--- src/include/ptsc_defs.vh ---
// Register map, field layouts, reset values and fixed-point formats of the pixel tone block.
// Assumes one APB slave with 32-bit data and word-aligned registers.
`ifndef PTSC_DEFS_VH
`define PTSC_DEFS_VH

`define PTSC_PIX_W          10
`define PTSC_ADDR_W         6

`define PTSC_OFF_CTRL       6'h00
`define PTSC_OFF_GAIN       6'h04
`define PTSC_OFF_BLACK      6'h08
`define PTSC_OFF_RATIO      6'h0c
`define PTSC_OFF_GAMMA      6'h10
`define PTSC_OFF_SHARP      6'h14
`define PTSC_OFF_STATUS     6'h18
`define PTSC_OFF_GAMMA_TBL  6'h1c

`define PTSC_CTRL_GAMMA_ON  0
`define PTSC_CTRL_SHARP_ON  1
`define PTSC_CTRL_THR_AUTO  2
`define PTSC_CTRL_DARK_ON   3
`define PTSC_CTRL_GSEL_LSB  4
`define PTSC_CTRL_AG_LSB    8
`define PTSC_CTRL_WB_LSB    10
`define PTSC_CTRL_BSEL_LSB  12
`define PTSC_CTRL_RSEL      14

`define PTSC_MODE_OFF       2'h0
`define PTSC_MODE_ONCE      2'h1
`define PTSC_MODE_CONT      2'h2

`define PTSC_BSEL_ALL       2'h0
`define PTSC_BSEL_ANALOG    2'h1
`define PTSC_BSEL_DIGITAL   2'h2
`define PTSC_GSEL_ALL       2'h0
`define PTSC_RSEL_RED       1'b0
`define PTSC_RSEL_BLUE      1'b1

`define PTSC_GAIN_RST       8'h00
`define PTSC_RATIO_ONE      12'h100
`define PTSC_AMT_RST        8'h20
`define PTSC_AMT_MAX        8'h7f
`define PTSC_AMT_MIN        8'hf0
`define PTSC_THR_MAX        10'h100
`define PTSC_THR_RST        10'h020
`define PTSC_BLK_RST        10'h000
`define PTSC_BLK_ANALOG     10'h010
`define PTSC_GAMMA_RST      8'h10
`define PTSC_NOISE_MIN      10'h004

`endif

--- src/verilog/ptsc_top.v ---
// Pixel tone and sharpening stage: gain, black level, white balance, gamma, sharpening.
// Assumes an APB master for settings and a Bayer pixel stream with frame start strobes.
//
// Local design decisions: the APB slave port and the register offsets.
`timescale 1ns/10ps
`include "ptsc_defs.vh"
// Functional notes
// - Sharpening off after reset; off passes pixels.
// - Auto threshold derived from measured noise.
// - Correction proportional to neighbour difference.
// - Negative smooths, positive boosts, zero unchanged.
// - Amount clamped between minus one and eight.
// - Sharpening amount resets to 2.0.
// - Sharpen only above gradient threshold.
// - Threshold is fraction of range, 0 to 0.25.
// - Thresholds above quarter act as quarter; the automatic threshold from measured noise is used unclamped.
// - Gain selector only All, gain in dB.
// - Auto gain Off, Once then Off, Continuous.
// - Black select All writable; others read-only.
// - Offset shown as percent and raw.
// - Clamping compensates sensor dark current.
// - Separate red and blue ratios via selector.
// - White balance Off manual, Once/Continuous automatic.
// - Gamma applied only when enabled.
// - Gamma off gives linear pixels.
// - Gamma precedes lookup table output.
// - Unity ratios leave colours unaltered.
module ptsc_top
#(
  parameter PIX_W = `PTSC_PIX_W
)
(
  input  wire              pclk,
  input  wire              presetn,
  input  wire              psel,
  input  wire              penable,
  input  wire              pwrite,
  input  wire [31:0]       paddr,
  input  wire [31:0]       pwdata,
  output reg  [31:0]       prdata,
  output reg               pready,
  output reg               pslverr,
  input  wire              pix_valid,
  input  wire              pix_sof,
  input  wire [1:0]        pix_colour,
  input  wire [PIX_W-1:0]  pix_data,
  output reg               out_valid,
  output reg  [PIX_W-1:0]  out_data
);

  // ==========================================================================
  // Software-side settings.
  reg [1:0]        gsel_reg;
  reg [1:0]        ag_mode_reg;
  reg [1:0]        wb_mode_reg;
  reg [1:0]        bsel_reg;
  reg              rsel_reg;
  reg              gamma_on_reg;
  reg              sharp_on_reg;
  reg              thr_auto_reg;
  reg              dark_on_reg;
  reg [7:0]        gain_db_reg;
  reg [PIX_W-1:0]  blk_all_reg;
  reg [11:0]       ratio_r_reg;
  reg [11:0]       ratio_b_reg;
  reg [7:0]        gamma_reg;
  reg [7:0]        amt_reg;
  reg [PIX_W-1:0]  thr_reg;
  // Frame-latched shadows.
  reg              f_gamma_on_reg;
  reg              f_sharp_on_reg;
  reg              f_dark_on_reg;
  reg [7:0]        f_gain_reg;
  reg [PIX_W-1:0]  f_blk_reg;
  reg [11:0]       f_rr_reg;
  reg [11:0]       f_rb_reg;
  reg [7:0]        f_amt_reg;
  reg [PIX_W-1:0]  f_thr_reg;
  // Automatic loops and measurements.
  reg [7:0]        auto_gain_reg;
  reg [11:0]       auto_rr_reg;
  reg [11:0]       auto_rb_reg;
  reg [PIX_W-1:0]  noise_reg;
  reg [PIX_W-1:0]  dark_reg;
  reg [PIX_W-1:0]  max_reg;
  reg [PIX_W+5:0]  sum_r_reg;
  reg [PIX_W+5:0]  sum_g_reg;
  reg [PIX_W+5:0]  sum_b_reg;
  reg [PIX_W-1:0]  last_reg;

  wire             wr_acc;
  wire             rd_acc;
  wire [5:0]       addr;
  wire [PIX_W-1:0] thr_clip;
  wire [PIX_W-1:0] blk_sel;
  wire [PIX_W-1:0] gm_q;

  assign addr    = paddr[5:0];
  assign wr_acc  = psel & penable & pwrite & pready;
  assign rd_acc  = psel & ~penable & ~pwrite;
  // Threshold is in pixel units; full range is 1024, so a quarter is 256.
  assign thr_clip = (pwdata[PIX_W-1:0] > `PTSC_THR_MAX) ? `PTSC_THR_MAX
                                                        : pwdata[PIX_W-1:0];
  assign blk_sel = (bsel_reg == `PTSC_BSEL_ANALOG) ? `PTSC_BLK_ANALOG :
                   (bsel_reg == `PTSC_BSEL_DIGITAL) ? dark_reg : blk_all_reg;

  // ==========================================================================
  // APB write path.
  always @(posedge pclk or negedge presetn)
  begin
    if (!presetn)
    begin
      gsel_reg     <= `PTSC_GSEL_ALL;
      ag_mode_reg  <= `PTSC_MODE_OFF;
      wb_mode_reg  <= `PTSC_MODE_OFF;
      bsel_reg     <= `PTSC_BSEL_ALL;
      rsel_reg     <= `PTSC_RSEL_RED;
      gamma_on_reg <= 1'b0;
      sharp_on_reg <= 1'b0;
      thr_auto_reg <= 1'b0;
      dark_on_reg  <= 1'b0;
      gain_db_reg  <= `PTSC_GAIN_RST;
      blk_all_reg  <= `PTSC_BLK_RST;
      ratio_r_reg  <= `PTSC_RATIO_ONE;
      ratio_b_reg  <= `PTSC_RATIO_ONE;
      gamma_reg    <= `PTSC_GAMMA_RST;
      amt_reg      <= `PTSC_AMT_RST;
      thr_reg      <= `PTSC_THR_RST;
    end
    else
    begin
      if (wr_acc && addr == `PTSC_OFF_CTRL)
      begin
        gamma_on_reg <= pwdata[`PTSC_CTRL_GAMMA_ON];
        sharp_on_reg <= pwdata[`PTSC_CTRL_SHARP_ON];
        thr_auto_reg <= pwdata[`PTSC_CTRL_THR_AUTO];
        dark_on_reg  <= pwdata[`PTSC_CTRL_DARK_ON];
        gsel_reg     <= `PTSC_GSEL_ALL;
        ag_mode_reg  <= pwdata[`PTSC_CTRL_AG_LSB+1:`PTSC_CTRL_AG_LSB];
        wb_mode_reg  <= pwdata[`PTSC_CTRL_WB_LSB+1:`PTSC_CTRL_WB_LSB];
        bsel_reg     <= pwdata[`PTSC_CTRL_BSEL_LSB+1:`PTSC_CTRL_BSEL_LSB];
        rsel_reg     <= pwdata[`PTSC_CTRL_RSEL];
      end
      else
      begin
        if (pix_sof && ag_mode_reg == `PTSC_MODE_ONCE)
          ag_mode_reg <= `PTSC_MODE_OFF;
        if (pix_sof && wb_mode_reg == `PTSC_MODE_ONCE)
          wb_mode_reg <= `PTSC_MODE_OFF;
      end
      if (wr_acc && addr == `PTSC_OFF_GAIN)
        gain_db_reg <= pwdata[7:0];
      else if (pix_sof && ag_mode_reg != `PTSC_MODE_OFF)
        gain_db_reg <= auto_gain_reg;
      if (wr_acc && addr == `PTSC_OFF_BLACK && bsel_reg == `PTSC_BSEL_ALL)
        blk_all_reg <= pwdata[PIX_W-1:0];
      if (wr_acc && addr == `PTSC_OFF_RATIO && rsel_reg == `PTSC_RSEL_RED)
        ratio_r_reg <= pwdata[11:0];
      else if (pix_sof && wb_mode_reg != `PTSC_MODE_OFF)
        ratio_r_reg <= auto_rr_reg;
      if (wr_acc && addr == `PTSC_OFF_RATIO && rsel_reg == `PTSC_RSEL_BLUE)
        ratio_b_reg <= pwdata[11:0];
      else if (pix_sof && wb_mode_reg != `PTSC_MODE_OFF)
        ratio_b_reg <= auto_rb_reg;
      if (wr_acc && addr == `PTSC_OFF_GAMMA)
        gamma_reg <= pwdata[7:0];
      if (wr_acc && addr == `PTSC_OFF_SHARP)
      begin
        amt_reg <= ($signed(pwdata[7:0]) < $signed(`PTSC_AMT_MIN)) ? `PTSC_AMT_MIN
                                                                    : pwdata[7:0];
        thr_reg <= (pwdata[31:PIX_W+16] != 6'h00) ? `PTSC_THR_MAX
                                                   : thr_clip_hi(pwdata[PIX_W+15:16]);
      end
    end
  end

  function [PIX_W-1:0] thr_clip_hi;
    input [PIX_W-1:0] v;
    begin
      thr_clip_hi = (v > `PTSC_THR_MAX) ? `PTSC_THR_MAX : v;
    end
  endfunction

  // ==========================================================================
  // APB read path; zero wait states, offsets above 0x1c read zero with an error.
  always @(posedge pclk or negedge presetn)
  begin
    if (!presetn)
    begin
      prdata  <= 32'h00000000;
      pready  <= 1'b0;
      pslverr <= 1'b0;
    end
    else
    begin
      pready  <= psel & ~penable;
      pslverr <= psel & ~penable & (addr > `PTSC_OFF_GAMMA_TBL);
      if (rd_acc)
      begin
        case (addr)
          `PTSC_OFF_CTRL:
            prdata <= {17'h00000, rsel_reg, bsel_reg, wb_mode_reg, ag_mode_reg,
                       2'b00, gsel_reg, dark_on_reg, thr_auto_reg, sharp_on_reg,
                       gamma_on_reg};
          `PTSC_OFF_GAIN:
            prdata <= {24'h000000, gain_db_reg};
          `PTSC_OFF_BLACK:
            prdata <= {5'h00, pct(blk_sel), 6'h00, blk_sel};
          `PTSC_OFF_RATIO:
            prdata <= {20'h00000, rsel_reg ? ratio_b_reg : ratio_r_reg};
          `PTSC_OFF_GAMMA:
            prdata <= {24'h000000, gamma_reg};
          `PTSC_OFF_SHARP:
            prdata <= {6'h00, thr_auto_reg ? noise_reg : thr_reg, 8'h00, amt_reg};
          `PTSC_OFF_STATUS:
            prdata <= {6'h00, noise_reg, 6'h00, dark_reg};
          default:
            prdata <= 32'h00000000;
        endcase
      end
    end
  end

  // Percent of full range, 0..99, approximated as raw*100/1024.
  function [10:0] pct;
    input [PIX_W-1:0] v;
    reg   [PIX_W+6:0] p;
    begin
      p   = {7'h00, v} * 17'd100;
      pct = {4'h0, p[PIX_W+6:PIX_W]};
    end
  endfunction

  // ==========================================================================
  // Frame boundary latch and frame statistics.
  always @(posedge pclk or negedge presetn)
  begin
    if (!presetn)
    begin
      f_gamma_on_reg <= 1'b0;
      f_sharp_on_reg <= 1'b0;
      f_dark_on_reg  <= 1'b0;
      f_gain_reg     <= `PTSC_GAIN_RST;
      f_blk_reg      <= `PTSC_BLK_RST;
      f_rr_reg       <= `PTSC_RATIO_ONE;
      f_rb_reg       <= `PTSC_RATIO_ONE;
      f_amt_reg      <= `PTSC_AMT_RST;
      f_thr_reg      <= `PTSC_THR_RST;
      auto_gain_reg  <= `PTSC_GAIN_RST;
      auto_rr_reg    <= `PTSC_RATIO_ONE;
      auto_rb_reg    <= `PTSC_RATIO_ONE;
      noise_reg      <= `PTSC_NOISE_MIN;
      dark_reg       <= `PTSC_BLK_RST;
      max_reg        <= {PIX_W{1'b0}};
      sum_r_reg      <= {(PIX_W+6){1'b0}};
      sum_g_reg      <= {(PIX_W+6){1'b0}};
      sum_b_reg      <= {(PIX_W+6){1'b0}};
      last_reg       <= {PIX_W{1'b0}};
    end
    else if (pix_sof)
    begin
      f_gamma_on_reg <= gamma_on_reg;
      f_sharp_on_reg <= sharp_on_reg;
      f_dark_on_reg  <= dark_on_reg;
      f_gain_reg     <= gain_db_reg;
      f_blk_reg      <= blk_all_reg;
      f_rr_reg       <= ratio_r_reg;
      f_rb_reg       <= ratio_b_reg;
      f_amt_reg      <= amt_reg;
      f_thr_reg      <= thr_auto_reg ? noise_reg : thr_reg;
      // Gain steps up while the peak is below half range and down when it reaches three quarters of full range.
      if (max_reg[PIX_W-1:PIX_W-2] == 2'b11 && auto_gain_reg != 8'h00)
        auto_gain_reg <= auto_gain_reg - 8'h01;
      else if (max_reg[PIX_W-1] == 1'b0 && auto_gain_reg != 8'hff)
        auto_gain_reg <= auto_gain_reg + 8'h01;
      // Ratios nudge red and blue sums toward the green sum.
      auto_rr_reg <= (sum_r_reg < sum_g_reg) ? auto_rr_reg + 12'h001 :
                     (sum_r_reg > sum_g_reg) ? auto_rr_reg - 12'h001 : auto_rr_reg;
      auto_rb_reg <= (sum_b_reg < sum_g_reg) ? auto_rb_reg + 12'h001 :
                     (sum_b_reg > sum_g_reg) ? auto_rb_reg - 12'h001 : auto_rb_reg;
      max_reg   <= {PIX_W{1'b0}};
      sum_r_reg <= {(PIX_W+6){1'b0}};
      sum_g_reg <= {(PIX_W+6){1'b0}};
      sum_b_reg <= {(PIX_W+6){1'b0}};
    end
    else if (pix_valid)
    begin
      last_reg <= pix_data;
      if (pix_data > max_reg)
        max_reg <= pix_data;
      // Running estimates of noise floor and dark level.
      if (absd(pix_data, last_reg) > noise_reg)
        noise_reg <= noise_reg + 10'h001;
      else if (noise_reg > `PTSC_NOISE_MIN)
        noise_reg <= noise_reg - 10'h001;
      if (pix_data < dark_reg || dark_reg == 10'h000)
        dark_reg <= pix_data;
      case (pix_colour)
        2'h0:    sum_r_reg <= sum_r_reg + {6'h00, pix_data[PIX_W-1:0]} ;
        2'h3:    sum_b_reg <= sum_b_reg + {6'h00, pix_data};
        default: sum_g_reg <= sum_g_reg + {7'h00, pix_data[PIX_W-1:1]};
      endcase
    end
  end

  function [PIX_W-1:0] absd;
    input [PIX_W-1:0] a;
    input [PIX_W-1:0] b;
    begin
      absd = (a > b) ? a - b : b - a;
    end
  endfunction

  // ==========================================================================
  // Pixel path stage 1: black level, gain, white balance.
  reg  [PIX_W-1:0] s1_reg;
  reg  [PIX_W-1:0] s1_prev_reg;
  reg  [PIX_W-1:0] s1_prev2_reg;
  reg  [3:0]       vld_reg;
  reg  [PIX_W-1:0] blk_eff;
  reg  [PIX_W-1:0] sub;
  reg  [PIX_W+11:0] bal;
  reg  [PIX_W+11:0] amp;
  wire [PIX_W-1:0] sh_out;

  always @*
  begin
    blk_eff = f_dark_on_reg ? dark_reg : f_blk_reg;
    sub     = (pix_data > blk_eff) ? pix_data - blk_eff : {PIX_W{1'b0}};
    // Gain doubles for every 8 steps (shift by bits 7:3); the low three bits have no effect.
    amp     = ({12'h000, sub} << f_gain_reg[7:3]) >> 0;
    bal     = (pix_colour == 2'h0) ? ((amp * f_rr_reg) >> 8) :
              (pix_colour == 2'h3) ? ((amp * f_rb_reg) >> 8) : amp;
  end

  always @(posedge pclk or negedge presetn)
  begin
    if (!presetn)
    begin
      s1_reg       <= {PIX_W{1'b0}};
      s1_prev_reg  <= {PIX_W{1'b0}};
      s1_prev2_reg <= {PIX_W{1'b0}};
      vld_reg      <= 4'h0;
      out_valid    <= 1'b0;
      out_data     <= {PIX_W{1'b0}};
    end
    else
    begin
      vld_reg <= {vld_reg[2:0], pix_valid};
      if (pix_valid)
      begin
        s1_reg       <= (bal > {12'h000, {PIX_W{1'b1}}}) ? {PIX_W{1'b1}} : bal[PIX_W-1:0];
        s1_prev_reg  <= s1_reg;
        s1_prev2_reg <= s1_prev_reg;
      end
      out_valid <= vld_reg[3];
      // Gamma table result replaces the sharpened pixel when gamma is on.
      if (vld_reg[3])
        out_data <= f_gamma_on_reg ? gm_q : sh_out;
    end
  end

  ptsc_sharpen #(.PIX_W(PIX_W)) u_sharp
  (
    .pclk     (pclk),
    .presetn  (presetn),
    .en       (f_sharp_on_reg),
    .amount   (f_amt_reg),
    .thresh   (f_thr_reg),
    .prev_pix (s1_prev2_reg),
    .cur_pix  (s1_prev_reg),
    .next_pix (s1_reg),
    .out_pix  (sh_out)
  );

  ptsc_gamma_mem #(.DEPTH_W(6), .DATA_W(PIX_W)) u_gamma
  (
    .pclk    (pclk),
    .wr_en   (wr_acc && addr == `PTSC_OFF_GAMMA_TBL),
    .wr_addr (pwdata[21:16]),
    .wr_data (pwdata[PIX_W-1:0]),
    .rd_addr (sh_out[PIX_W-1:PIX_W-6]),
    .rd_data (gm_q)
  );

endmodule

--- src/verilog/ptsc_gamma_mem.v ---
// Gamma lookup memory: 64 entries written by software, read per pixel.
// Assumes writes come from the register slave; read data leave a register.
`timescale 1ns/10ps
module ptsc_gamma_mem
#(
  parameter DEPTH_W = 6,
  parameter DATA_W  = 10
)
(
  input  wire               pclk,
  input  wire               wr_en,
  input  wire [DEPTH_W-1:0] wr_addr,
  input  wire [DATA_W-1:0]  wr_data,
  input  wire [DEPTH_W-1:0] rd_addr,
  output reg  [DATA_W-1:0]  rd_data
);

  reg [DATA_W-1:0] mem [0:(1<<DEPTH_W)-1];

  // ==========================================================================
  // Storage.
  always @(posedge pclk)
  begin
    if (wr_en)
      mem[wr_addr] <= wr_data;
    rd_data <= mem[rd_addr];
  end

endmodule

--- src/verilog/ptsc_sharpen.v ---
// Edge sharpening for one pixel against the mean of its two row neighbours.
// Assumes amount in signed 4.4 fixed point and threshold in pixel units.
`timescale 1ns/10ps
`include "ptsc_defs.vh"
module ptsc_sharpen
#(
  parameter PIX_W = 10
)
(
  input  wire              pclk,
  input  wire              presetn,
  input  wire              en,
  input  wire [7:0]        amount,
  input  wire [PIX_W-1:0]  thresh,
  input  wire [PIX_W-1:0]  prev_pix,
  input  wire [PIX_W-1:0]  cur_pix,
  input  wire [PIX_W-1:0]  next_pix,
  output reg  [PIX_W-1:0]  out_pix
);

  wire signed [PIX_W+1:0]  mean_s;
  wire signed [PIX_W+1:0]  diff_s;
  wire        [PIX_W+1:0]  diff_abs;
  wire signed [7:0]        amt_c;
  wire signed [PIX_W+9:0]  corr;
  wire signed [PIX_W+9:0]  sum;
  reg         [PIX_W-1:0]  res;

  assign mean_s   = $signed({1'b0, (({1'b0, prev_pix} + {1'b0, next_pix}) >> 1)});
  assign diff_s   = $signed({2'b00, cur_pix}) - mean_s;
  assign diff_abs = diff_s[PIX_W+1] ? (~diff_s + 1'b1) : diff_s;
  // Amount is held to the range from minus one to 127/16, just under plus eight.
  assign amt_c    = ($signed(amount) > $signed(`PTSC_AMT_MAX)) ? $signed(`PTSC_AMT_MAX) :
                    ($signed(amount) < $signed(`PTSC_AMT_MIN)) ? $signed(`PTSC_AMT_MIN) :
                    $signed(amount);
  // Correction is the amount times the difference to the neighbours.
  assign corr     = (diff_s * amt_c) >>> 4;
  assign sum      = $signed({10'h000, cur_pix}) + corr;

  // ==========================================================================
  // Result.
  always @*
  begin
    if (!en || diff_abs <= {2'b00, thresh})
      res = cur_pix;
    else if (sum < 0)
      res = {PIX_W{1'b0}};
    else if (sum > $signed({10'h000, {PIX_W{1'b1}}}))
      res = {PIX_W{1'b1}};
    else
      res = sum[PIX_W-1:0];
  end

  always @(posedge pclk or negedge presetn)
  begin
    if (!presetn)
      out_pix <= {PIX_W{1'b0}};
    else
      out_pix <= res;
  end

endmodule

--- config.mk ---
export PLATFORM = sky130hd
export DESIGN_NAME = ptsc_top
export DESIGN_NICKNAME = d
export VERILOG_FILES = /design/src/verilog/ptsc_top.v /design/src/verilog/ptsc_gamma_mem.v /design/src/verilog/ptsc_sharpen.v
export VERILOG_INCLUDE_DIRS = /design/src /design/src/include
export SDC_FILE = /design/constraint.sdc
export NUM_CORES = 2
export LEC_CHECK = 0
export ABC_CLOCK_PERIOD_IN_PS = 11300
export BUFFER_PORTS_ARGS = -buffer_cell sky130_fd_sc_hd__buf_2
export CORE_MARGIN = 1.5
export CORE_UTILIZATION = 45
export CTS_CLUSTER_DIAMETER = 50
export CTS_CLUSTER_SIZE = 14
export DETAILED_ROUTE_END_ITERATION = 10
export PLACE_DENSITY = 0.58
export SLEW_MARGIN = 30
export SYNTH_ARGS = -nofsm -noshare
export SYNTH_HDL_FRONTEND = slang
export SYNTH_HIERARCHICAL = 1
export SYNTH_SLANG_ARGS = --single-unit
--- constraint.sdc ---
create_clock -name pclk -period 11.3 [get_ports pclk]
set_clock_uncertainty 0.1 [all_clocks]
set_input_delay 0.565 -clock pclk [delete_from_list [all_inputs] [get_ports pclk]]
set_output_delay 0.565 -clock pclk [all_outputs]
set_load 0.02 [all_outputs]
==> reports/qor.log <==
INFO  logic_synthesis yosys_most_used_dff=edfxtp_1
INFO  clock_network  number_of_sinks_driven_by_the_clock_tree=991
INFO  logic_synthesis synthTopCellsByCount=edfxtp_1, inv_1, nand2_1, fa_1, nor2_1
INFO  sta            timing.setup.tns=0ps
INFO  drt            via_count=40800
INFO  floorplanning  rows=136
INFO  worst_setup_path cell_type_with_the_highest_occurrence_count_on_the_critical_path=fa_1
INFO  logic_synthesis async_flop_share=34.4%
INFO  logic_synthesis synthesis.yosys.warnings=6
INFO  drt            final_antenna_net_count=0
INFO  drt            drt_iter0_drc=3057
INFO  sta            worst_pin_slew=1050ps
INFO  clock_network  tritoncts=done
INFO  floorplanning  die_area=142000um2
INFO  drt            drtPass1Iterations=5
INFO  layout         filler_cells_inserted=12100
INFO  drt            wirelength=164mm
INFO  global_routing grt_max_degree=144
INFO  worst_setup_path cp_slowest_cell=and2_1
INFO  drt            post-route-drc-count=0
INFO  global_routing grt_antenna_before_repair=4
INFO  logic_synthesis synth_largest_type_area_fraction=30.6%
INFO  clock_network  cts_buffers=107
INFO  clock_network  path_clk_slew=60ps
INFO  logic_synthesis yosys-top-cells-area=edfxtp_1, dfrtp_1, fa_1
INFO  power_and_ir_drop power_per_cell_area=215nW/um2
INFO  logic_synthesis yosys.cell_count.top_type=edfxtp_1
INFO  logic_synthesis synth.ff_latch_count=991
INFO  global_routing via_count_of_the_first_global_routing_pass=41500
INFO  clock_network  cts_post_setup_buffers_inserted=0
INFO  logic_synthesis synth.avg_cell_area=11.9um2
INFO  clock_network  source_to_sink_clock_delay_at_the_later_pin_of_the_worst_skew_pair=750ps
INFO  placed_design  port-buffer-count=93
INFO  sta            final_max_tran_viols=0
INFO  sta            fin_crit=10710ps
INFO  worst_setup_path maximum_single_stage_delay_on_the_critical_path=690ps
INFO  logic_synthesis synth-edff-count=640
INFO  layout         largest_register_ffs=640
INFO  worst_setup_path regToRegSetupSlack=590ps
INFO  layout         regMostFlops=u_gamma/mem
INFO  global_routing globalRoute.totalOverflow=0
INFO  placed_design  dp_slack=709ps
INFO  sta            period_utilisation_layout=94.7%
INFO  layout         nNetsFinal=6144
INFO  drt            routed_wire_length_per_instance=22.4um
INFO  clock_network  cts_buffer_depth=3
INFO  clock_network  htree_num_levels=3
INFO  sta            setup_slack=593ps
INFO  sta            max_clock_freq=93.4MHz
INFO  sta            hold_violations=0
INFO  outcome        run_status=completed
INFO  layout         flow.area_growth_from_synthesis=10.1%
INFO  floorplanning  dieWidth=377um
INFO  floorplanning  start_util=45.5%
INFO  global_routing global_route_wire_length_before_repair=253mm
INFO  logic_synthesis netlist_instances=5284
INFO  layout         largest_registers=u_gamma/mem x640, prdata x25
INFO  logic_synthesis synth_area=62800um2
INFO  sta            slew_headroom=29.6%
INFO  worst_setup_path critical_path_required=11760ps
INFO  logic_synthesis synthDistinctLibCells=122
INFO  worst_hold_path min_path_type=in2reg
INFO  floorplanning  core_region_area=138000um2
INFO  worst_setup_path worstPathMaxFanout=12
INFO  worst_setup_path crit_path_start_kind=register
INFO  worst_setup_path end_kind=register
INFO  logic_synthesis synth-seq-area-share=44.5%
INFO  sta            setup_viol_count_final=0
INFO  drt            post_drt_via_cell_ratio=5.58
INFO  global_routing grt_use_total=23.4%
INFO  power_and_ir_drop p_leak=28.8nW
INFO  placed_design  hpwl=115mm
INFO  logic_synthesis synth_area_leader_cell=edfxtp_1
INFO  layout         drive_gt1_share=14.8%
INFO  floorplanning  io_pins=128
INFO  sta            grt_setup_unrepaired=no
INFO  sta            hold-worst-slack=54.4ps
INFO  worst_setup_path path_class=reg2reg
INFO  power_and_ir_drop vdd_drop_max=269uV
INFO  placed_design  place.gp.congestion=0.879
INFO  worst_setup_path worstPathArrival=11170ps
INFO  run            maximum_capacitance_violations=0
INFO  clock_network  clockRootBuffer=clkbuf_16
INFO  floorplanning  height_of_the_die=377um
-- layout make-up --
| type | instances | area [um2] | share of cell area, % |
|---|---|---|---|
| Clock buffer | 137 | 2840 | 4.11 |
| Inverter | 627 | 2360 | 3.41 |
| Sequential cell | 991 | 28000 | 40.4 |
| Timing Repair Buffer | 205 | 1370 | 1.98 |
| Tap cell | 1863 | 2330 | 3.37 |
| Antenna cell | 1 | 2.50 | 0.00362 |
| Clock inverter | 62 | 793 | 1.15 |
| Multi-Input combinational cell | 3431 | 31500 | 45.6 |
-- report_power, final --
| part | total (mW) | internal (mW) | switching, mW |
|---|---|---|---|
| logic | 6.71 | 2.70 | 4.01 |
| clock network | 3.59 | 2.03 | 1.55 |
| registers | 4.58 | 4.13 | 0.446 |
-- cells in the final DEF (no fill, tap or decap), drive strengths merged, types with 58 or more instances in the layout --
cell type  count
a21oi        204
and2          89
buf          195
clkbuf       137
dfrtp        329
edfxtp       640
fa           366
ha           332
inv          645
mux2         118
mux2i        158
mux4         163
nand2        500
nand3         67
nor2         345
o21ai        189
xnor2        129
xor2          58
-- what timing repair did --
item / CTS / global route
hold buffers: 10 / 0
endpoints found under the hold margin: 83 / 0
gates resized for setup: 0 / 0
-- stage by stage --
| step | cell area [um2] | std cells | total power [mW] | utilization (%) |
|---|---|---|---|---|
| floorplan | 62900 | 5290 | 9.31 | - |
| global placement | 65300 | 7107 | 11.2 | 47.3 |
| detailed placement | 65400 | 7107 | 11.3 | 47.4 |
| CTS | 69200 | 7316 | 14.9 | 50.1 |
| global route | 69200 | 7317 | 15.8 | 50.2 |
| finish | 69200 | 7317 | 14.9 | 50.2 |
-- final timing paths --
kind | to | cells past startpoint | from
worst max register to register | s1_reg[6] | 32 | f_dark_on_reg
worst min register to register | vld_reg[3] | 0 | vld_reg[2]
min in group asynchronous | sum_g_reg[10] | 2 | presetn
worst max-delay path | s1_reg[6] | 32 | f_dark_on_reg
worst min-delay path | thr_reg[6] | 2 | pwdata[22]
max in group asynchronous | u_sharp/out_pix[6] | 4 | presetn
-- kinds of logic (layout without fill, tap and decap cells) --
family	count (synthesis)	after routing	synth area share (%)
DFF	991	991	44.5
muxes	439	439	10.5
adders and majority gates	698	698	18.3
buffers and inverters	868	1031	5.66
and+or+nand+nor	1313	1313	9.71
AOI/OAI and AO/OA	778	778	8.36
other	1	8	0.00597
xor gates and xnor gates	196	196	3.00
-- worst max-delay path: cells and delay by family (launching register included) --
kind,cells,cell delay [ps]
muxes,1,260
xor gates and xnor gates,4,1180
and+or+nand+nor,4,1170
adders and majority gates,8,3550
AOI/OAI and AO/OA,11,3330
buffers and inverters,4,220
DFF,1,680
-- metal layers --
metal | vias to the layer above | global-route usage, % | share of wire, %
li1 | 18600 | - | -
met1 | 20900 | 33.8 | 46
met2 | 1127 | 37.2 | 47
met3 | 187 | 3.62 | 5.7
met4 | 0 | 5.04 | 2.0
met5 | - | 0 | 0
Power figures use the tool's default switching activity.
